$ cat src/rtl/wig_consts.vh
`ifndef WIG_CONSTS_VH
`define WIG_CONSTS_VH

// register byte offsets on the apb bus
`define WIG_ADDR_CTRL 8'h00
`define WIG_ADDR_STAT 8'h04
`define WIG_ADDR_MASK 8'h08
`define WIG_ADDR_W 8

// watchdog_control field layout
`define WIG_KEY_HI 7
`define WIG_KEY_LO 4
`define WIG_RUN_BIT 3
`define WIG_MODE_BIT 2
`define WIG_SEL_HI 1
`define WIG_SEL_LO 0
`define WIG_CTRL_RESET 8'h00

// mode encodings
`define WIG_MODE_WDOG 1'b0
`define WIG_MODE_TIMER 1'b1

// clear keys
`define WIG_KEY_FIRST 4'ha
`define WIG_KEY_SECOND 4'h5

// interval select codes and their expiry counts minus one
`define WIG_SEL_32768 2'h0
`define WIG_SEL_8192 2'h1
`define WIG_SEL_512 2'h2
`define WIG_SEL_64 2'h3
`define WIG_LAST_32768 15'h7fff
`define WIG_LAST_8192 15'h1fff
`define WIG_LAST_512 15'h01ff
`define WIG_LAST_64 15'h003f

// status bit position
`define WIG_STAT_EXPIRY 0

// key window: half of a 32.768 khz oscillator period (15258 ns) in 100 ns clocks
`define WIG_HALF_OSC_CYC 8'h98
`define WIG_WIN_W 8

`endif

$ cat src/rtl/wig_counter.v
`timescale 1ns/1ns
`include "wig_consts.vh"

module wig_counter #(
  parameter CNT_W = 15
) (
  // clock and reset
  input wire clk,
  input wire rstn,
  // control
  input wire osc_tick,
  input wire run,
  input wire clear,
  input wire [1:0] sel,
  // result
  output reg expire_q
);

  reg [CNT_W-1:0] cnt_q;
  reg [CNT_W-1:0] cnt_d;

  // last count value before expiry for an interval code
  function [CNT_W-1:0] last_count;
    input [1:0] code;
    begin
      case (code)
        `WIG_SEL_32768: last_count = `WIG_LAST_32768;
        `WIG_SEL_8192: last_count = `WIG_LAST_8192;
        `WIG_SEL_512: last_count = `WIG_LAST_512;
        default: last_count = `WIG_LAST_64;
      endcase
    end
  endfunction

  // next count: clear first, then step per oscillator period
  always @* begin
    cnt_d = cnt_q;
    if (clear) begin
      cnt_d = {CNT_W{1'b0}};
    end else if (run && osc_tick) begin
      if (cnt_q == last_count(sel)) begin
        cnt_d = {CNT_W{1'b0}};
      end else begin
        cnt_d = cnt_q + {{(CNT_W-1){1'b0}}, 1'b1};
      end
    end
  end

  // count register and expiry pulse
  always @(posedge clk) begin
    if (!rstn) begin
      cnt_q <= {CNT_W{1'b0}};
      expire_q <= 1'b0;
    end else begin
      cnt_q <= cnt_d;
      expire_q <= !clear && run && osc_tick && (cnt_q == last_count(sel));
    end
  end

endmodule

$ cat src/rtl/wig_top.v
// Decided for this implementation: the address map and the APB register port.
`timescale 1ns/1ns
`include "wig_consts.vh"

module wig_top #(
  parameter CNT_W = 15,
  parameter [`WIG_WIN_W-1:0] HALF_CYC = `WIG_HALF_OSC_CYC
) (
  // clock and reset
  input wire clk,
  input wire rstn,
  // apb slave
  input wire psel,
  input wire penable,
  input wire pwrite,
  input wire [31:0] paddr,
  input wire [31:0] pwdata,
  output reg [31:0] prdata_q,
  output reg pready_q,
  output reg pslverr_q,
  // oscillator period strobe and power state
  input wire osc_tick,
  input wire deep_sleep,
  // system outputs
  output reg sys_reset_q,
  output reg irq_q
);

  // reset image of watchdog_control and window helpers
  localparam [7:0] CTRL_RST = `WIG_CTRL_RESET;
  localparam [`WIG_WIN_W-1:0] WIN_ZERO = {`WIG_WIN_W{1'b0}};
  localparam [`WIG_WIN_W-1:0] WIN_ONE = {{(`WIG_WIN_W-1){1'b0}}, 1'b1};

  // key sequencer states
  localparam [0:0] KS_IDLE = 1'b0;
  localparam [0:0] KS_ARMED = 1'b1;

  // watchdog_control fields
  reg run_q;
  reg run_d;
  reg mode_q;
  reg mode_d;
  reg [1:0] sel_q;
  reg [1:0] sel_d;
  reg [3:0] key_q;
  reg [3:0] key_d;
  // key sequencer and clear strobe
  reg ks_q;
  reg ks_d;
  reg [`WIG_WIN_W-1:0] win_q;
  reg [`WIG_WIN_W-1:0] win_d;
  reg clear_q;
  reg clear_d;
  // status and mask
  reg stat_q;
  reg stat_d;
  reg mask_q;
  reg mask_d;
  // next values of the registered outputs
  reg [31:0] prdata_d;
  reg pready_d;
  reg pslverr_d;
  reg sys_reset_d;
  reg irq_d;
  // bus and control decode
  wire expire;
  wire [`WIG_ADDR_W-1:0] addr;
  wire setup;
  wire done;
  wire wr;
  wire rd;
  wire in_page;
  wire hit;
  wire wr_ctrl;
  wire wr_mask;
  wire rd_stat;
  wire [3:0] key_in;
  wire wdog_locked;
  wire key_ok;
  wire timer_clear;
  wire [7:0] ctrl_word;

  // true when an in-page address selects the given register
  function reg_match;
    input [`WIG_ADDR_W-1:0] a;
    input [`WIG_ADDR_W-1:0] target;
    input in_range;
    begin
      reg_match = in_range && (a == target);
    end
  endfunction

  // read data mux for the current address
  function [31:0] read_word;
    input [`WIG_ADDR_W-1:0] a;
    input [7:0] ctrl;
    input st;
    input mk;
    begin
      case (a)
        `WIG_ADDR_CTRL: read_word = {24'h000000, ctrl};
        `WIG_ADDR_STAT: read_word = {31'h00000000, st};
        `WIG_ADDR_MASK: read_word = {31'h00000000, mk};
        default: read_word = 32'h00000000;
      endcase
    end
  endfunction

  // bus phase decode
  assign addr = paddr[`WIG_ADDR_W-1:0];
  assign setup = psel && !penable;
  assign done = psel && penable && pready_q;
  assign wr = done && pwrite;
  assign rd = done && !pwrite;
  assign in_page = (paddr[31:`WIG_ADDR_W] == {(32-`WIG_ADDR_W){1'b0}});
  assign hit = reg_match(addr, `WIG_ADDR_CTRL, in_page) ||
               reg_match(addr, `WIG_ADDR_STAT, in_page) ||
               reg_match(addr, `WIG_ADDR_MASK, in_page);
  assign wr_ctrl = wr && reg_match(addr, `WIG_ADDR_CTRL, in_page);
  assign wr_mask = wr && reg_match(addr, `WIG_ADDR_MASK, in_page);
  assign rd_stat = rd && reg_match(addr, `WIG_ADDR_STAT, in_page);

  // control write decode
  assign key_in = pwdata[`WIG_KEY_HI:`WIG_KEY_LO];
  assign wdog_locked = run_q && (mode_q == `WIG_MODE_WDOG);
  assign key_ok = (ks_q == KS_ARMED) && (key_in == `WIG_KEY_SECOND);
  assign timer_clear = (mode_q == `WIG_MODE_TIMER) && pwdata[`WIG_KEY_LO];
  assign ctrl_word = {key_q, run_q, mode_q, sel_q};

  // next watchdog_control fields on a control write
  always @* begin
    run_d = run_q;
    mode_d = mode_q;
    sel_d = sel_q;
    key_d = key_q;
    if (wr_ctrl) begin
      sel_d = pwdata[`WIG_SEL_HI:`WIG_SEL_LO];
      if (!wdog_locked) begin
        mode_d = pwdata[`WIG_MODE_BIT];
      end
      if (pwdata[`WIG_RUN_BIT]) begin
        run_d = 1'b1;
      end else if (!wdog_locked) begin
        run_d = 1'b0;
      end
      if (run_q) begin
        key_d = key_in;
      end
    end
  end

  // key sequencer: first key arms a window of half an oscillator period
  always @* begin
    ks_d = ks_q;
    win_d = win_q;
    case (ks_q)
      KS_IDLE: begin
        win_d = WIN_ZERO;
      end
      KS_ARMED: begin
        if (win_q <= WIN_ONE) begin
          ks_d = KS_IDLE;
          win_d = WIN_ZERO;
        end else begin
          win_d = win_q - WIN_ONE;
        end
      end
      default: begin
        ks_d = KS_IDLE;
        win_d = WIN_ZERO;
      end
    endcase
    if (wr_ctrl && run_q) begin
      if (key_in == `WIG_KEY_FIRST) begin
        ks_d = KS_ARMED;
        win_d = HALF_CYC;
      end else begin
        ks_d = KS_IDLE;
        win_d = WIN_ZERO;
      end
    end
  end

  // counter clear: restart from stopped, keyed clear, timer-mode clear
  always @* begin
    clear_d = 1'b0;
    if (wr_ctrl) begin
      if (pwdata[`WIG_RUN_BIT] && !run_q) begin
        clear_d = 1'b1;
      end
      if (run_q && (key_ok || timer_clear)) begin
        clear_d = 1'b1;
      end
    end
  end

  // sticky expiry flag: set wins over the read that clears it
  always @* begin
    stat_d = stat_q;
    mask_d = mask_q;
    if (wr_mask) begin
      mask_d = pwdata[`WIG_STAT_EXPIRY];
    end
    if (expire && (mode_q == `WIG_MODE_TIMER)) begin
      stat_d = 1'b1;
    end else if (rd_stat && prdata_q[`WIG_STAT_EXPIRY]) begin
      stat_d = 1'b0; // only a flag that was read out is cleared
    end
  end

  // apb answer: one access cycle, error and zero data off the map
  always @* begin
    pready_d = setup;
    pslverr_d = setup && !hit;
    prdata_d = prdata_q;
    if (setup) begin
      prdata_d = hit ? read_word(addr, ctrl_word, stat_q, mask_q) : 32'h00000000;
    end
  end

  // system reset in watchdog mode, interrupt level in timer mode
  always @* begin
    sys_reset_d = expire && (mode_q == `WIG_MODE_WDOG);
    irq_d = stat_q && mask_q;
  end

  // bus answer registers
  always @(posedge clk) begin
    if (!rstn) begin
      pready_q <= 1'b0;
      pslverr_q <= 1'b0;
      prdata_q <= 32'h00000000;
    end else begin
      pready_q <= pready_d;
      pslverr_q <= pslverr_d;
      prdata_q <= prdata_d;
    end
  end

  // watchdog_control registers, timer off after reset
  always @(posedge clk) begin
    if (!rstn) begin
      run_q <= CTRL_RST[`WIG_RUN_BIT];
      mode_q <= CTRL_RST[`WIG_MODE_BIT];
      sel_q <= CTRL_RST[`WIG_SEL_HI:`WIG_SEL_LO];
      key_q <= CTRL_RST[`WIG_KEY_HI:`WIG_KEY_LO];
    end else begin
      run_q <= run_d;
      mode_q <= mode_d;
      sel_q <= sel_d;
      key_q <= key_d;
    end
  end

  // key sequencer and clear strobe registers
  always @(posedge clk) begin
    if (!rstn) begin
      ks_q <= KS_IDLE;
      win_q <= WIN_ZERO;
      clear_q <= 1'b0;
    end else begin
      ks_q <= ks_d;
      win_q <= win_d;
      clear_q <= clear_d;
    end
  end

  // status, mask, interrupt and system reset registers
  always @(posedge clk) begin
    if (!rstn) begin
      stat_q <= 1'b0;
      mask_q <= 1'b0;
      irq_q <= 1'b0;
      sys_reset_q <= 1'b0;
    end else begin
      stat_q <= stat_d;
      mask_q <= mask_d;
      irq_q <= irq_d;
      sys_reset_q <= sys_reset_d;
    end
  end

  // expiry counter on the oscillator strobe, held at zero in deep sleep
  wig_counter #(
    .CNT_W(CNT_W)
  ) u_cnt (
    .clk(clk),
    .rstn(rstn),
    .osc_tick(osc_tick),
    .run(run_q && !deep_sleep),
    .clear(clear_q || deep_sleep),
    .sel(sel_q),
    .expire_q(expire)
  );

endmodule

$ cat config.mk
export PLATFORM = sky130hd
export DESIGN_NAME = wig_top
export DESIGN_NICKNAME = d
export VERILOG_FILES = /design/src/rtl/wig_counter.v /design/src/rtl/wig_top.v
export VERILOG_INCLUDE_DIRS = /design/src /design/src/rtl
export SDC_FILE = /design/constraint.sdc
export NUM_CORES = 1
export LEC_CHECK = 0
export BUFFER_PORTS_ARGS = -buffer_cell sky130_fd_sc_hd__clkbuf_2
export CORE_MARGIN = 5
export CORE_UTILIZATION = 47
export DETAILED_ROUTE_END_ITERATION = 8
export MAX_ROUTING_LAYER = met4
export PLACE_DENSITY_LB_ADDON = 0.1
export SLEW_MARGIN = 5
export SYNTH_ARGS = -nofsm -noshare
export SYNTH_HDL_FRONTEND = slang
export SYNTH_SLANG_ARGS = --single-unit
$ cat constraint.sdc
create_clock -name clk -period 2.2 [get_ports clk]
set_clock_uncertainty 0.1 [all_clocks]
set_input_delay 0.22 -clock clk [delete_from_list [all_inputs] [get_ports clk]]
set_output_delay 0.22 -clock clk [all_outputs]
set_load 0.02 [all_outputs]
==> flow_metrics.tcl <==
set metrics [dict create \
    crit_slowest_cell "dfxtp_1" \
    coreArea_um2 4790 \
    outcome "finished clean" \
    num_antenna_cells 0 \
    place_area_um2 2660 \
    cts_hold_buf 0 \
    crit_chain "ha_1 > and4b_1 > nand3_1 > nor4_1 > xnor2_1 > nor2_1" \
    synth_edf_count 0 \
    antenna_found_initial 0 \
    nNetsFinal 406 \
    avgViaCountPerCell 5.02 \
    hp-start "pwdata[1]" \
    die_y_um 80.6 \
    htree_levels 2 \
    pre_cts_slack_ns 0.116 \
    cts_root_buffer "clkbuf_8" \
    hold_path_depth 3 \
    syn_to_final_growth_pct 19.0 \
    die_area_um2 6500 \
    drtIter0Drc 111 \
    period_minus_slack_ns 1.83 \
    required_ns 2.29 \
    io-pin-count 107 \
    finalWorstSetupSlack_ns 0.370 \
    clock_sinks 48 \
    core.rowCount 25 \
    ant_nets 0 \
    reg2regPathDepth 6 \
    post-cts-setup-buffers 0 \
    period_share_pct 83.2 \
    start_util_pct 49.0 \
    final_core_util_pct 58.2 \
    total_power_mw 1.73 \
    cpPeakStageDelay_ns 0.37 \
    synth_ff_type "dfxtp_1" \
    synthArstFlopShare_pct 0 \
    clk_pin_slew_ns 0.09 \
    syn_area_um2 2340 \
    critPathKind "flip-flop to flip-flop" \
    tns_ns 0 \
    power_per_cell_area_nw_per_um2 621 \
    p_leak_nw 1.21 \
    drc 0 \
    grt_usage_pct 16.9 \
    yosysUniqueCellTypes 43 \
    cts_tree "built" \
    grt_max_degree 21 \
    cts_made_buffers 5 \
    die_w_um 80.6 \
    syn-instance-count 266 \
    firstDrtPassIters 7 \
    grt_pass1_wl_um 8420 \
    yosysSeqAreaShare_pct 41.0 \
    peakVddDrop_uv 378 \
    cts_resized 0 \
    vias 2002 \
    drive_gt1_share_pct 26.2 \
    reg2reg_from "u_cnt.cnt_q[0]" \
    port_buffers 58 \
    slew_violations 0 \
    fmax_mhz 547 \
    crit_path_start_kind "flip-flop" \
    clock_latency_ns 0.30 \
    hold_path_class "input port to flip-flop" \
    synth.yosys.warnings 0 \
    final_hold_viol_count 0 \
    wl_um 4980 \
    crit_arrival_ns 1.92 \
    regToRegEndpoint "u_cnt.cnt_q[14]" \
    critPathCaptureType "flip-flop" \
    nFillCells 467 \
    place_hpwl_um 3880 \
    grt_overflow_total 0 \
    fin_area_um2 2790 \
    wire_per_inst_um 12.5 \
    setup_viol 0 \
    reg2reg_slack_ns 0.37 \
    post_synth.cell_area_avg_um2 8.81 \
    max_cap_violations 0 \
    synth_seq_cells 48 \
    holdPathEnd "sel_q[1]" \
    crit_fanout 6 \
    rsz0062_at_grt "false" \
    place.gp.congestion 0.857 \
    ctsLongestPathBuffers 2 \
    grt_pass1_vias 1860 \
]
==> flip-flops by register name, indices dropped and copies added, names as in the netlist <==
name	cells
stat_q	1
irq_q	1
pready_q	1
u_cnt.expire_q	1
mask_q	1
sys_reset_q	1
pslverr_q	1
clear_q	1
u_cnt.cnt_q	15
prdata_q	8
mode_q	1
run_q	1
ks_q	1
sel_q	2
key_q	4
win_q	8
==> worst max-delay path, delay by kind of cell, from the launching register on <==
family	cells	cell delay [ns]
xor gates and xnor gates	1	0.16
and+or+nand+nor	4	0.94
DFF	1	0.37
adders and majority gates	1	0.15
==> worst max path at each step <==
stage	start	cells past startpoint	end
3_5_place_dp	paddr[9]	7	win_q[7]
2_1_floorplan	paddr[15]	5	mode_q
4_1_cts	u_cnt.cnt_q[0]	6	u_cnt.cnt_q[14]
5_1_grt	u_cnt.cnt_q[0]	6	u_cnt.cnt_q[1]
3_3_place_gp	paddr[26]	7	win_q[7]
6_report	u_cnt.cnt_q[0]	6	u_cnt.cnt_q[14]
==> power breakdown <==
part	leakage (nW)	switching (mW)	total [mW]	internal (mW)
Sequential	0.387	0.000447	0.870	0.869
Combinational	0.760	0.0857	0.129	0.0432
Clock	0.0642	0.284	0.731	0.447
==> final cells by class <==
class                   count  area [um^2]  share of cell area [%]
clock buffers               5         68.8                    2.47
repair buffers             66          350                    12.6
multi-input cells         206         1240                    44.7
well taps                  67         83.8                    3.01
inverters                   5         18.8                   0.673
clock inverters             2         60.1                    2.15
flip-flops and latches     48          961                    34.5
==> routing by layer <==
metal | GRT usage, % | share of wire (%) | vias up
li1 | - | - | 1009
met1 | 20.4 | 45 | 912
met2 | 27.6 | 45 | 72
met3 | 3.59 | 8.5 | 9
met4 | 6.59 | 1.5 | 0
met5 | - | 0 | -
==> kinds of logic after synthesis <==
| logic type | share of synthesized area, % |
|---|---|
| XOR/XNOR | 7.47 |
| AO/OA/AOI/OAI | 9.77 |
| flip-flops | 41.0 |
| other | 0.160 |
| multiplexers | 1.28 |
| buffers and inverters | 9.56 |
| AND/OR/NAND/NOR | 29.2 |
| adder cells (fa/ha/maj) | 1.60 |
==> synth_stat cells, drive strengths merged (3+ instances only) <==
cell / number / area, um^2
dfxtp: 48 / 961
nand2: 22 / 82.6
clkbuf: 4 / 15.0
and3: 4 / 25.0
a21oi: 4 / 20.0
nor2: 42 / 158
nor3: 8 / 40.0
nand3: 13 / 65.1
mux2i: 3 / 30.0
a22oi: 7 / 52.6
nand4: 5 / 43.8
ha: 3 / 37.5
xnor2: 13 / 114
buf: 26 / 190
xor2: 7 / 61.3
o21ai: 10 / 50.1
inv: 5 / 18.8
nor4: 12 / 130
==> placed cells by master (no fill, tap or decap), types with 2 or more instances in the layout <==
cell type,n
a31o_2,2
nor3_1,8
nand4_2,2
a21oi_1,4
clkbuf_8,5
nand2b_1,2
nor4_1,6
bufinv_16,2
dfxtp_1,48
o21ai_0,10
nor2_1,42
or4_1,2
nor2b_1,2
ha_1,3
buf_4,8
nor4_2,4
xor2_1,7
a22oi_1,7
nand2_1,22
and3_1,4
mux2i_1,3
nand3_1,13
nor4bb_1,2
clkbuf_2,58
conb_1,24
nor4_4,2
nand4b_1,2
nand4_1,3
xnor2_1,13
a31oi_1,2
nand3b_1,2
inv_1,5
nor3b_1,2
==> metrics by stage <==
step / hold WS [ns] / std cells
after floorplan: 0.250 / 289
after global placement: 0.339 / 392
after detailed placement: 0.345 / 392
after CTS: 0.0340 / 399
after global routing: 0.0546 / 399
final: 0.0413 / 399
Note: power is estimated with default switching activity, not from simulation.
